## src/core/gpw_pkg.sv

```systemverilog
// Shared constants, pin map and bus carrier for the GPIO wake/SMI port block.
// Assumes a 48-slot pin space: slot = (port - 1) * 8 + bit for ports one to six.
package gpw_pkg;

  // Sizes of the pin space and of the event register banks.
  localparam int NPIN = 48;
  localparam int NPORT = 6;
  localparam int NWAKE = 32;
  localparam int NSMI = 24;
  localparam int NMISC = 6;

  // Register offsets from the runtime block base.
  localparam logic [7:0] OFS_DATA_BASE = 8'h4B;
  localparam logic [7:0] OFS_CFG_BASE = 8'h80;
  localparam logic [7:0] OFS_WAKE_STS = 8'h10;
  localparam logic [7:0] OFS_WAKE_EN = 8'h14;
  localparam logic [7:0] OFS_WAKE_GLB = 8'h18;
  localparam logic [7:0] OFS_SMI_STS = 8'h20;
  localparam logic [7:0] OFS_SMI_EN = 8'h23;
  localparam logic [7:0] OFS_MISC_STS = 8'h26;

  // Configuration register field positions.
  localparam int CFG_DIR = 0;
  localparam int CFG_POL = 1;
  localparam int CFG_EITHER_EDGE_IRQ = 2;
  localparam int CFG_ALT = 3;
  localparam int CFG_OD = 7;
  localparam int GLB_EN_BIT = 0;

  // Reset values.
  localparam logic [7:0] CFG_RST_IN = 8'h01;
  localparam logic [7:0] CFG_RST_OUT_LOW = 8'h00;
  localparam logic [47:0] PAD_OE_N_RST = 48'hFFF7_FFF3_FFFF;

  // Pin slots with special behaviour.
  localparam logic [7:0] PIN_NONE = 8'hFF;
  localparam logic [7:0] PIN_TACH1 = 8'hF0;
  localparam logic [7:0] PIN_TACH2 = 8'hF1;
  localparam int PIN_KBC_A = 10;
  localparam int PIN_SMI_OUT = 15;
  localparam int PIN_DRIVE_RATE = 27;
  localparam int PIN_JOY_LO = 4;
  localparam int PIN_JOY_HI = 7;

  // Register bus request carrier.
  typedef struct packed {
    logic wr;
    logic rd;
    logic [15:0] addr;
    logic [7:0] wdata;
  } gpw_bus_req_t;

  // Pin slot behind each wake status bit (bank 2 bit 0 is slot 0).
  function automatic logic [7:0] wake_pin(input int s);
    if (s < 8) return 8'(s);
    if (s < 16) return (s == 11) ? PIN_NONE : 8'(s);
    if (s < 20) return 8'(s);
    case (s)
      20: return 8'd25;
      21: return 8'd27;
      22: return 8'd40;
      23: return 8'd41;
      default: return 8'(s + 8);
    endcase
  endfunction

  // Pin slot behind each SMI status bit (bank 3 bit 0 is slot 8).
  function automatic logic [7:0] smi_pin(input int s);
    case (s)
      0, 1, 2: return 8'(s + 8);
      3: return 8'd40;
      4, 5, 6, 7: return 8'(s + 8);
      8, 9, 10, 11: return 8'(s + 8);
      12: return 8'd25;
      13: return 8'd26;
      14: return 8'd27;
      15: return 8'd41;
      16, 17, 18, 19: return 8'(s + 20);
      20: return PIN_TACH1;
      21: return PIN_TACH2;
      default: return PIN_NONE;
    endcase
  endfunction

  // Pin slot behind each either-edge status bit.
  function automatic logic [7:0] misc_pin(input int s);
    case (s)
      0: return 8'd9;
      1: return 8'd10;
      2: return 8'd25;
      3: return 8'd27;
      4: return 8'd40;
      default: return 8'd41;
    endcase
  endfunction

  // Pins that keep waking the system on standby power alone.
  function automatic logic standby_ok(input logic [7:0] p);
    return !(p == 8'd18 || p == 8'd19 || p == 8'd35);
  endfunction

  // Configuration reset value per pin slot.
  function automatic logic [7:0] cfg_rst(input int p);
    return (p == 18 || p == 19 || p == 35) ? CFG_RST_OUT_LOW : CFG_RST_IN;
  endfunction

endpackage

```

## src/core/gpw_port.sv

```systemverilog
// GPIO port block with direction, polarity, driver type and wake/SMI events.
// Assumes pads resolved outside from pad_o/pad_oe_n and a one-cycle register port.
//
// Function
// Config bit 0 selects input when set; bit 1 inverts the pin value.
// Config bit 7 picks open-drain or push-pull, also for SMI output function.
// Polarity applies in port and alternate use, except listed exception pins.
// Joystick axis alternates drive open-drain non-inverted, ignoring configuration.
// Keyboard port and joystick alternates behave bidirectionally on their pins.
// Input pin read returns synchronised pin level, inverted when polarity set.
// Writing an input pin data bit changes nothing.
// Output pin drives written data, inverted when polarity set.
// Output pin read returns last written value, not pin level.
// Output pins never raise wake or SMI status.
// Wake status sets on rising edge, or falling edge when inverted.
// Wake event needs status, its enable and the global enable.
// Status bits clear only on writing one; zero leaves them.
// Thirty-one wake status and enable bits over banks two to five.
// Nineteen SMI pin bits in banks three to five plus two tach events; the code maps twenty pin bits.
// Either-edge pins set misc, wake and SMI status on both edges.
// Register block sits at the runtime base address from configuration.
// Three pins come out of reset as outputs driving low.
// Drive-rate pin resets to plain port function.
// On standby power only standby-capable pins may raise wake status.
// Software keeps SMI enable off for the pin acting as SMI output.
// Either-edge selection frees the pin; polarity still alters read value.
// Pins pass two flip-flops before edge detection.
// Status bits set whether or not enabled.
//
// Design decisions made here: the address-and-strobe port and the address map.

`timescale 1ns/100ps

module gpw_port (
  // Clock and reset.
  input wire logic sys_clk,
  input wire logic sys_rst,
  // Register port.
  input wire gpw_pkg::gpw_bus_req_t bus_req,
  input wire logic [15:0] wake_register_block,
  output logic [7:0] rd_data,
  // Pads.
  input wire logic [47:0] pad_i,
  output logic [47:0] pad_o,
  output logic [47:0] pad_oe_n,
  // Alternate function side.
  input wire logic [47:0] alt_o,
  input wire logic [47:0] alt_oe,
  output logic [47:0] alt_i,
  input wire logic group_smi_out,
  input wire logic fan_tach_one,
  input wire logic fan_tach_two,
  // Power state and events.
  input wire logic standby_mode,
  output logic wake_out,
  output logic smi_event
);

  //////////////////////////////////////////////////////////////////////////////
  // Declarations.

  logic [47:0] pin_s1_q, pin_s2_q, pin_prev_q;
  logic [1:0] tach_s1_q, tach_s2_q, tach_prev_q;
  logic standby_s1_q, standby_s2_q;
  logic [7:0] cfg_q [gpw_pkg::NPIN];
  logic [47:0] data_q;
  logic [31:0] wake_sts_q, wake_en_q, wake_set, wake_clr;
  logic [23:0] smi_sts_q, smi_en_q, smi_set, smi_clr;
  logic [5:0] misc_sts_q, misc_set, misc_clr;
  logic glb_en_q;
  logic [47:0] pad_o_d, pad_oe_n_d, alt_i_d;
  logic [47:0] is_out, either_edge_irq_sel, qual;
  logic [1:0] tach_rise;
  logic [15:0] ofs_full;
  logic [7:0] ofs;
  logic in_win, wake_out_q, smi_event_q;
  logic [7:0] rd_d, rd_q;

  // True when the register offset equals the target inside the block window.
  function automatic logic hit(input logic [7:0] o, input logic w, input logic [7:0] t);
    return w && (o == t);
  endfunction

  // Either-edge capable pins.
  function automatic logic either_edge_irq_cap(input int p);
    return p == 9 || p == 10 || p == 25 || p == 27 || p == 40 || p == 41;
  endfunction

  //////////////////////////////////////////////////////////////////////////////
  // Address window.

  // base relative decode
  assign ofs_full = bus_req.addr - wake_register_block;
  assign in_win = (ofs_full[15:8] == 8'h00);
  assign ofs = ofs_full[7:0];

  //////////////////////////////////////////////////////////////////////////////
  // Input synchronisers and edge detect.

  // two-stage pin sync
  always_ff @(posedge sys_clk) begin
    if (sys_rst) begin
      pin_s1_q <= 48'h0000_0000_0000;
      pin_s2_q <= 48'h0000_0000_0000;
      pin_prev_q <= 48'h0000_0000_0000;
    end else begin
      pin_s1_q <= pad_i;
      pin_s2_q <= pin_s1_q;
      pin_prev_q <= pin_s2_q;
    end
  end

  // Tachometer and standby level synchronisers.
  always_ff @(posedge sys_clk) begin
    if (sys_rst) begin
      tach_s1_q <= 2'h0;
      tach_s2_q <= 2'h0;
      tach_prev_q <= 2'h0;
      standby_s1_q <= 1'b0;
      standby_s2_q <= 1'b0;
    end else begin
      tach_s1_q <= {fan_tach_two, fan_tach_one};
      tach_s2_q <= tach_s1_q;
      tach_prev_q <= tach_s2_q;
      standby_s1_q <= standby_mode;
      standby_s2_q <= standby_s1_q;
    end
  end

  assign tach_rise = tach_s2_q & ~tach_prev_q;

  // Per-pin mode and qualifying edge.
  always_comb begin
    for (int i = 0; i < gpw_pkg::NPIN; i++) begin
      either_edge_irq_sel[i] = cfg_q[i][gpw_pkg::CFG_EITHER_EDGE_IRQ] && either_edge_irq_cap(i);
      // direction bit
      is_out[i] = !cfg_q[i][gpw_pkg::CFG_DIR] && !either_edge_irq_sel[i];
      if (either_edge_irq_sel[i]) begin
        // both edges count
        qual[i] = pin_s2_q[i] ^ pin_prev_q[i];
      end else if (is_out[i]) begin
        // outputs excluded
        qual[i] = 1'b0;
      end else if (cfg_q[i][gpw_pkg::CFG_POL]) begin
        // inverted falling edge
        qual[i] = !pin_s2_q[i] && pin_prev_q[i];
      end else begin
        qual[i] = pin_s2_q[i] && !pin_prev_q[i];
      end
    end
  end

  //////////////////////////////////////////////////////////////////////////////
  // Configuration and data registers.

  // reset outputs low
  always_ff @(posedge sys_clk) begin
    if (sys_rst) begin
      for (int i = 0; i < gpw_pkg::NPIN; i++) begin
        // alternate select cleared
        cfg_q[i] <= gpw_pkg::cfg_rst(i);
      end
    end else if (bus_req.wr) begin
      for (int i = 0; i < gpw_pkg::NPIN; i++) begin
        if (hit(ofs, in_win, 8'(gpw_pkg::OFS_CFG_BASE + i))) begin
          cfg_q[i] <= bus_req.wdata;
        end
      end
    end
  end

  // Data bits store only for pins acting as outputs.
  always_ff @(posedge sys_clk) begin
    if (sys_rst) begin
      data_q <= 48'h0000_0000_0000;
    end else if (bus_req.wr) begin
      for (int k = 0; k < gpw_pkg::NPORT; k++) begin
        if (hit(ofs, in_win, 8'(gpw_pkg::OFS_DATA_BASE + k))) begin
          for (int b = 0; b < 8; b++) begin
            // input write ignored
            if (is_out[k * 8 + b]) begin
              data_q[k * 8 + b] <= bus_req.wdata[b];
            end
          end
        end
      end
    end
  end

  //////////////////////////////////////////////////////////////////////////////
  // Event sources.

  // wake bit map
  for (genvar s = 0; s < gpw_pkg::NWAKE; s++) begin : g_wake
    localparam logic [7:0] P = gpw_pkg::wake_pin(s);
    if (P == gpw_pkg::PIN_NONE) begin : g_none
      assign wake_set[s] = 1'b0;
    end else begin : g_pin
      localparam logic SB = gpw_pkg::standby_ok(P);
      // standby pin gating
      assign wake_set[s] = qual[P[5:0]] && (!standby_s2_q || SB);
    end
  end

  // SMI bit map
  for (genvar s = 0; s < gpw_pkg::NSMI; s++) begin : g_smi
    localparam logic [7:0] P = gpw_pkg::smi_pin(s);
    if (P == gpw_pkg::PIN_NONE) begin : g_none
      assign smi_set[s] = 1'b0;
    end else if (P == gpw_pkg::PIN_TACH1) begin : g_t1
      assign smi_set[s] = tach_rise[0];
    end else if (P == gpw_pkg::PIN_TACH2) begin : g_t2
      assign smi_set[s] = tach_rise[1];
    end else begin : g_pin
      assign smi_set[s] = qual[P[5:0]];
    end
  end

  // misc either-edge map
  for (genvar s = 0; s < gpw_pkg::NMISC; s++) begin : g_misc
    localparam logic [7:0] P = gpw_pkg::misc_pin(s);
    assign misc_set[s] = qual[P[5:0]] && either_edge_irq_sel[P[5:0]];
  end

  // Write-one clear masks.
  always_comb begin
    wake_clr = 32'h0000_0000;
    smi_clr = 24'h00_0000;
    misc_clr = 6'h00;
    if (bus_req.wr) begin
      for (int r = 0; r < 4; r++) begin
        if (hit(ofs, in_win, 8'(gpw_pkg::OFS_WAKE_STS + r))) begin
          wake_clr[r * 8 +: 8] = bus_req.wdata;
        end
      end
      for (int r = 0; r < 3; r++) begin
        if (hit(ofs, in_win, 8'(gpw_pkg::OFS_SMI_STS + r))) begin
          smi_clr[r * 8 +: 8] = bus_req.wdata;
        end
      end
      if (hit(ofs, in_win, gpw_pkg::OFS_MISC_STS)) begin
        misc_clr = bus_req.wdata[5:0];
      end
    end
  end

  // write one clears
  // set ignores enable
  always_ff @(posedge sys_clk) begin
    if (sys_rst) begin
      wake_sts_q <= 32'h0000_0000;
      smi_sts_q <= 24'h00_0000;
      misc_sts_q <= 6'h00;
    end else begin
      wake_sts_q <= (wake_sts_q & ~wake_clr) | wake_set;
      smi_sts_q <= (smi_sts_q & ~smi_clr) | smi_set;
      misc_sts_q <= (misc_sts_q & ~misc_clr) | misc_set;
    end
  end

  // Enable registers.
  always_ff @(posedge sys_clk) begin
    if (sys_rst) begin
      wake_en_q <= 32'h0000_0000;
      smi_en_q <= 24'h00_0000;
      glb_en_q <= 1'b0;
    end else if (bus_req.wr) begin
      for (int r = 0; r < 4; r++) begin
        if (hit(ofs, in_win, 8'(gpw_pkg::OFS_WAKE_EN + r))) begin
          wake_en_q[r * 8 +: 8] <= bus_req.wdata;
        end
      end
      for (int r = 0; r < 3; r++) begin
        if (hit(ofs, in_win, 8'(gpw_pkg::OFS_SMI_EN + r))) begin
          smi_en_q[r * 8 +: 8] <= bus_req.wdata;
        end
      end
      if (hit(ofs, in_win, gpw_pkg::OFS_WAKE_GLB)) begin
        glb_en_q <= bus_req.wdata[gpw_pkg::GLB_EN_BIT];
      end
    end
  end

  // gated wake level
  always_ff @(posedge sys_clk) begin
    if (sys_rst) begin
      wake_out_q <= 1'b0;
      smi_event_q <= 1'b0;
    end else begin
      wake_out_q <= glb_en_q && |(wake_sts_q & wake_en_q);
      smi_event_q <= |(smi_sts_q & smi_en_q);
    end
  end

  assign wake_out = wake_out_q;
  assign smi_event = smi_event_q;

  //////////////////////////////////////////////////////////////////////////////
  // Pad drive.

  // Next pad values from configuration, data and alternate function.
  always_comb begin
    for (int i = 0; i < gpw_pkg::NPIN; i++) begin
      logic val, drv, od;
      // inverted output data
      val = data_q[i] ^ cfg_q[i][gpw_pkg::CFG_POL];
      drv = is_out[i];
      // driver type bit
      od = cfg_q[i][gpw_pkg::CFG_OD];
      if (either_edge_irq_sel[i]) begin
        // pin left as input
        drv = 1'b0;
      end else if (cfg_q[i][gpw_pkg::CFG_ALT]) begin
        if ((i >= gpw_pkg::PIN_JOY_LO && i <= gpw_pkg::PIN_JOY_HI) || i == gpw_pkg::PIN_KBC_A) begin
          // joystick open-drain
          // released high reads back
          val = alt_o[i];
          drv = 1'b1;
          od = 1'b1;
        end else if (i == gpw_pkg::PIN_SMI_OUT) begin
          val = group_smi_out ^ cfg_q[i][gpw_pkg::CFG_POL];
          drv = 1'b1;
        end else if (i == gpw_pkg::PIN_DRIVE_RATE) begin
          // drive-rate no inversion
          val = alt_o[i];
          drv = alt_oe[i];
          od = 1'b0;
        end else begin
          // alternate polarity
          val = alt_o[i] ^ cfg_q[i][gpw_pkg::CFG_POL];
          drv = alt_oe[i];
          od = 1'b0;
        end
      end
      pad_o_d[i] = od ? 1'b0 : val;
      pad_oe_n_d[i] = !(drv && (!od || !val));
      if (either_edge_irq_sel[i] || i == gpw_pkg::PIN_DRIVE_RATE
          || (i >= gpw_pkg::PIN_JOY_LO && i <= gpw_pkg::PIN_JOY_HI)) begin
        alt_i_d[i] = pin_s2_q[i];
      end else begin
        alt_i_d[i] = pin_s2_q[i] ^ cfg_q[i][gpw_pkg::CFG_POL];
      end
    end
  end

  // Registered pad and alternate outputs.
  always_ff @(posedge sys_clk) begin
    if (sys_rst) begin
      pad_o <= 48'h0000_0000_0000;
      pad_oe_n <= gpw_pkg::PAD_OE_N_RST;
      alt_i <= 48'h0000_0000_0000;
    end else begin
      pad_o <= pad_o_d;
      pad_oe_n <= pad_oe_n_d;
      alt_i <= alt_i_d;
    end
  end

  //////////////////////////////////////////////////////////////////////////////
  // Read path.

  // Read mux over the register window.
  always_comb begin
    rd_d = 8'h00;
    for (int k = 0; k < gpw_pkg::NPORT; k++) begin
      if (hit(ofs, in_win, 8'(gpw_pkg::OFS_DATA_BASE + k))) begin
        for (int b = 0; b < 8; b++) begin
          // input read
          // output readback
          rd_d[b] = is_out[k * 8 + b] ? data_q[k * 8 + b]
                  : pin_s2_q[k * 8 + b] ^ cfg_q[k * 8 + b][gpw_pkg::CFG_POL];
        end
      end
    end
    for (int i = 0; i < gpw_pkg::NPIN; i++) begin
      if (hit(ofs, in_win, 8'(gpw_pkg::OFS_CFG_BASE + i))) begin
        rd_d = cfg_q[i];
      end
    end
    for (int r = 0; r < 4; r++) begin
      if (hit(ofs, in_win, 8'(gpw_pkg::OFS_WAKE_STS + r))) rd_d = wake_sts_q[r * 8 +: 8];
      if (hit(ofs, in_win, 8'(gpw_pkg::OFS_WAKE_EN + r))) rd_d = wake_en_q[r * 8 +: 8];
    end
    for (int r = 0; r < 3; r++) begin
      if (hit(ofs, in_win, 8'(gpw_pkg::OFS_SMI_STS + r))) rd_d = smi_sts_q[r * 8 +: 8];
      if (hit(ofs, in_win, 8'(gpw_pkg::OFS_SMI_EN + r))) rd_d = smi_en_q[r * 8 +: 8];
    end
    if (hit(ofs, in_win, gpw_pkg::OFS_WAKE_GLB)) rd_d = {7'h00, glb_en_q};
    if (hit(ofs, in_win, gpw_pkg::OFS_MISC_STS)) rd_d = {2'h0, misc_sts_q};
  end

  // Read data stands only in the cycle after the strobe.
  always_ff @(posedge sys_clk) begin
    if (sys_rst) begin
      rd_q <= 8'h00;
    end else begin
      rd_q <= bus_req.rd ? rd_d : 8'h00;
    end
  end

  assign rd_data = rd_q;
endmodule

```

## config.mk

```make
export PLATFORM = sky130hd
export DESIGN_NAME = gpw_port
export DESIGN_NICKNAME = d
export VERILOG_FILES = /design/src/core/gpw_pkg.sv /design/src/core/gpw_port.sv
export SDC_FILE = /design/constraint.sdc
export NUM_CORES = 2
export LEC_CHECK = 0
export BUFFER_PORTS_ARGS = -buffer_cell sky130_fd_sc_hd__buf_2
export CELL_PAD_IN_SITES_DETAIL_PLACEMENT = 1
export CELL_PAD_IN_SITES_GLOBAL_PLACEMENT = 1
export CORE_ASPECT_RATIO = 1.1
export CORE_MARGIN = 8
export CORE_UTILIZATION = 40
export CTS_BUF_LIST = sky130_fd_sc_hd__clkbuf_16
export CTS_CLUSTER_DIAMETER = 60
export CTS_CLUSTER_SIZE = 40
export DETAILED_ROUTE_END_ITERATION = 16
export PLACE_DENSITY_LB_ADDON = 0.15
export SLEW_MARGIN = 20
export SYNTH_ARGS = -nofsm -noshare
export SYNTH_HDL_FRONTEND = slang
export SYNTH_SLANG_ARGS = --single-unit
```

## constraint.sdc

```tcl
create_clock -name sys_clk -period 10.34 [get_ports sys_clk]
set_input_delay 0.517 -clock sys_clk [delete_from_list [all_inputs] [get_ports sys_clk]]
set_output_delay 0.517 -clock sys_clk [all_outputs]
set_load 0.03 [all_outputs]
```

Word-level counts from Yosys, hierarchy flattened --
Memories as Yosys holds them, arrays and structs flattened. Cells that the tools add are included.
Storage, ports and cells: memories kept 1, bits in writable memories 384, register bits after elaboration 467, word-level logic and storage cells 1666, input port bits 192, output and inout port bits 154
Cells by class: multiplexer cells 607, reduce and logical (&&, ||, !) cells 618, equality and inequality tests 70, bitwise gates (word level) 248, add/subtract/negate cells 1
Memory list:
- cfg_q | words 48, width 8, rd ports 48, clocked after Yosys merged registers in 0, wr ports 48, line gpw_port.sv:65 | logic [7:0] cfg_q [gpw_pkg::NPIN];
Operators with widths (number):
- 2-to-1 mux 8 bit | 123
- 2-to-1 mux 1 bit | 478
- == test 8 bit, second input constant | 48
- zero test 1 bit | 263
- logical AND 1 bit | 198
- AND reduction 3 bit | 48
- bitwise XOR 1 bit | 144
- OR reduction 2 bit | 49
- == test 8 x 5 -> 1 bit, second input constant | 9
- AND 32 bit | 2
- == test 8 x 6 -> 1 bit, second input constant | 7
- AND 24 bit | 2
- == test 8 x 7 -> 1 bit, second input constant | 6
- logical OR 1 bit | 48
- bitwise OR 1 bit | 48
- NOT 1 bit | 43
- 2-to-1 mux 32 bit | 1
- NOT 32 bit | 1
- bitwise OR 32 bit | 1
- OR reduction 32 bit | 1
- 2-to-1 mux 24 bit | 1
- 2-to-1 mux 6 bit | 4
- NOT 24 bit | 1
- bitwise OR 24 x 22 -> 24 bit | 1
- 10 further kinds | 17

Longest topological paths before layout --
depth after elaboration 73, gate-level depth with buffers 19, mapped depth without buffers 16

Worst setup path before layout --
No wires, ideal clock.
kind input to register, start point in bus_req[8] (netlist name), end point mem cfg_q[18][0] (netlist: cfg_q[1][16]), enable pin, path buffers 3, data required time 10006 ps, setup time 334 ps, stages 14, path slack 6168 ps, arrival time 3837 ps, cells stage by stage inv_1 -> ha_1 -> fa_1 -> nand2b_1 -> a211oi_2 -> o21ai_1 -> nor4b_2 -> o21ai_4 -> nor3_2 -> buf_2 -> buf_2 -> buf_1 -> nand3_1 -> nand2b_1
RTL lines:
- start, declared | line gpw_port.sv:39 | input wire gpw_pkg::gpw_bus_req_t bus_req,
- end, declared | line gpw_port.sv:65

Worst setup path after layout --
start point in bus_req[8] (netlist name), end point reg rd_q[6] (netlist: rd_data[6])
Between the ends: cells in the longest elaborated chain, start to end 71, elaborated cells between the ends (all ways) 211, classes of those cells add/sub (1); eq/ne (70); mux (68); reduce/logical (72)
RTL lines:
- subtractor 16 bit * | line gpw_port.sv:93 | assign ofs_full = bus_req.addr - wake_register_block;
- == test 8 x 7 -> 1 bit or zero test 8 bit (tied branches) | line gpw_port.sv:81, gpw_port.sv:94
- logical AND 1 bit | line gpw_port.sv:81 | return w && (o == t);
- 2-to-1 mux 8 bit (6 in a row) | line gpw_port.sv:366 | if (hit(ofs, in_win, 8'(gpw_pkg::OFS_DATA_BASE + k))) begin
- 2-to-1 mux 8 bit (48 in a row) | line gpw_port.sv:376 | if (hit(ofs, in_win, 8'(gpw_pkg::OFS_CFG_BASE + i))) begin
- 2-to-1 mux 8 bit | line gpw_port.sv:381 | if (hit(ofs, in_win, 8'(gpw_pkg::OFS_WAKE_STS + r))) rd_d = wake_sts_q[r * 8 +: 8];
- 2-to-1 mux 8 bit | line gpw_port.sv:382 | if (hit(ofs, in_win, 8'(gpw_pkg::OFS_WAKE_EN + r))) rd_d = wake_en_q[r * 8 +: 8];
- 2-to-1 mux 8 bit | line gpw_port.sv:381
- [3 not listed]
- 2-to-1 mux 8 bit | line gpw_port.sv:381
- 2-to-1 mux 8 bit | line gpw_port.sv:382
- 2-to-1 mux 8 bit | line gpw_port.sv:385 | if (hit(ofs, in_win, 8'(gpw_pkg::OFS_SMI_STS + r))) rd_d = smi_sts_q[r * 8 +: 8];
- 2-to-1 mux 8 bit | line gpw_port.sv:386 | if (hit(ofs, in_win, 8'(gpw_pkg::OFS_SMI_EN + r))) rd_d = smi_en_q[r * 8 +: 8];
- 2-to-1 mux 8 bit | line gpw_port.sv:385
- 2-to-1 mux 8 bit | line gpw_port.sv:386
- 2-to-1 mux 8 bit | line gpw_port.sv:385
- 2-to-1 mux 8 bit | line gpw_port.sv:386
- end signal, assigned | line gpw_port.sv:397 | rd_q <= bus_req.rd ? rd_d : 8'h00;
- end, declared | line gpw_port.sv:77 | logic [7:0] rd_d, rd_q;
Mark *: on every way between the ends. The rest lies on a longest branch, timed or not. A chain may end at the register's enable or synchronous reset.

==> key figures <==
Status
  • Outcome: finished, final reports clean

Synthesis
  • Main area contributors after synthesis: edfxtp_1, dfxtp_1, nor2_1, a21oi_1, nand2_1
  • Number of synthesized flops with an enable pin: 384
  • Syn Area/Cell: between 9 and 10 um2
  • Synthesized area: 38500 um2
  • Yosys Warn Count: 0
  • Post-Synthesis Cells: around 4000
  • Cell taking the most area after synthesis: edfxtp_1
  • Ys flop type: dfxtp_1
  • Share of the synthesized area in the top cell type: 29.9%
  • Synth top cells by count: nor2_1, dfxtp_1, edfxtp_1
  • Yosys cell types: slightly below 100
  • Count leader, synth: nor2_1
  • Sequential area share after synthesis: 53.4%
  • FFs w/ async S/R, synth: 0%
  • Flops & latches, synth: between 800 and 900
  • Synthesized net count: around 4200

STA
  • Fin Clk Skew: a little over 0.05 ns
  • Crit path time final: 6.14 ns
  • Slew Limit Fails: 0
  • Final setup fails: 0
  • RSZ-0062 raised after global routing: no
  • Setup TNS: 0 ns
  • Hold Vio Cnt, Final: 0
  • Worst Tran Pin Value: between 1 and 1.5 ns
  • Worst slew margin: a little under a fifth
  • Final setup margin: about 4.2 ns
  • F_max: 163 MHz
  • Hold WS: between 0.02 and 0.03 ns
  • Final period utilization: 59.4%

Die
  • DIE AREA: approximately 110000 um2
  • Row count: roughly 120
  • Width of the die: approximately 310 um
  • Die Y: 342 um
  • Ports: roughly 350
  • Core Area: between 90000 and 100000 um2
  • Initial Util: roughly two fifths

Min path
  • Hold depth: 2
  • Hold Crit Class: primary input to flip-flop

Place
  • Port Buffer Count: roughly 340
  • Cell Area, Placed: 41600 um2
  • Dpl cells: ~5400
  • DPL Wire Length: 127 mm
  • Placer Congestion: just under 1
  • Dpl ws: between 4 and 5 ns

CTS
  • CTS Sinks: about 840
  • CTS tree: yes
  • CTS buffer count: 73
  • Clock buffer depth: 3
  • Root buffer cell: clkbuf_16
  • Clk slew on worst S/H paths: roughly 0.1 ns
  • Setup repair bufs after CTS: 0
  • CTS Hold Bufs: 0
  • Cells resized by post-CTS repair: 0
  • Worst-Skew Late Latency: roughly 0.69 ns
  • H-Tree Depth: 3

Finish
  • Reg area: roughly 21000 um2
  • Share of cells above drive strength 1: 15.9%
  • Area of the multi-input gates: between 15000 and 20000 um2
  • Final non-filler cell total: roughly 5600
  • Final net count: around 4500
  • Fillers: about 11000
  • Cell area after layout: 44300 um2
  • Finished Core Util: between 40 and 50%
  • Synthesis-to-layout area growth: 14.9%

Setup path
  • Startpoint Class: primary input
  • CP Class: primary input to flip-flop
  • FF-to-FF path depth: 13
  • CP Capture Type: flip-flop
  • Worst-path maximum fanout: 24
  • Data arrival, critical path: 6.72 ns
  • CP Data Required Time: about 11 ns

Detailed routing
  • DRC: 0
  • Drt initial violations: about 4300
  • Vias: 34800
  • DR vias/cell: approximately 6.2
  • Final WL: between 150 and 200 mm
  • Wire per inst: between 30 and 40 um
  • Remaining antenna violation count after routing: 0
  • Pre-Repair DR Iteration Count: 8

GRT
  • All-Layer GR Usage: between 30% and 40%
  • First-pass GRT wire length: 251 mm
  • Initial antenna violation count: 11
  • Largest net degree at the start of global routing: between 150 and 200
  • Vias in the first global route: 34700
  • Total gr overflow: 0

Power
  • Total power: between 8 and 9 mW
  • Pleak: around 16 nW
  • PwrDens: 183 nW/um2
  • Peak VDD IR: between 0.00015 and 0.0002 V

Job
  • Max cap viols: 0
placed cells by master (no fill, tap or decap), types with 39 or more instances in the layout:
cell       count
nand2b_1      66
nor3_1        68
edfxtp_1     384
o21ai_0      207
a211oi_1      74
nor2_1       566
buf_2        337
mux2i_1      101
xnor2_1       78
a22oi_1       51
dfxtp_1      452
nand2_1      285
inv_1         90
nand3_1      100
a221oi_1      39
buf_4         80
nor2b_1      157
a21oi_1      352
clkbuf_16     79
o22ai_1       64
sequential cells by signal, summed over array words and instances (netlist names), 2 cells and up:
signal and cells:
smi_sts_q 24, wake_en_q 32, pin_prev_q 32, misc_sts_q 6
data_q 48, pin_s1_q 48, tach_s1_q 2, tach_s2_q 2
pad_o 48, alt_i 43, tach_prev_q 2, wake_sts_q 32
pad_oe_n 48, cfg_q 384, pin_s2_q 48, smi_en_q 24
rd_data 8
logic make-up after synthesis:
family                     share of synthesized area [%]
DFF                                                 53.4
AOI/OAI and AO/OA                                   17.9
xor gates and xnor gates                            2.51
muxes                                               3.27
and+or+nand+nor                                     18.4
buffers and inverters                               3.57
adders and majority gates                          0.961
worst paths after layout:
path / slack (ns) / endpoint / from
setup / recovery: 4.20 / rd_data[6] / bus_req[8]
hold / removal: 0.03 / pin_s1_q[12] / pad_i[12]
setup reg to reg: 6.11 / rd_data[2] / cfg_q[2][17]
hold reg to reg: 0.44 / pin_s2_q[8] / pin_s1_q[8]
metal layers:
metal	part of all wire, %	track usage, %
met2	45	50.2
met1	39	40.2
met3	10	7.41
met4	6.5	18.4
met5	0.021	0
worst max-delay path, stage by stage:
cell	delay [ns]
buf_2	0.08
inv_1	0.07
ha_1	0.22
fa_4	1.11
inv_1	0.15
buf_4	0.28
nor2_2	0.17
o211ai_1	0.21
or4_1	0.90
a211oi_1	1.00
o211ai_1	0.18
o221ai_1	0.16
a21oi_1	0.17
o22ai_1	0.40
a221oi_1	0.21
o221ai_1	0.56
a32o_1	0.25
power by group:
group | switching, mW | total, mW | internal (mW)
logic | 0.935 | 1.29 | 0.359
registers | 0.146 | 3.76 | 3.62
clock network | 1.50 | 3.06 | 1.56
layout make-up:
type                    count  share of cell area [%]
clock inverters            56                    1.55
repair buffers            423                    5.44
diodes                      7                  0.0395
well taps                1270                    3.59
inverters                  89                   0.754
multi-input cells        2813                    37.7
flip-flops and latches    836                    46.5
clock buffers              79                    4.46
Power figures use the tool's default switching activity.
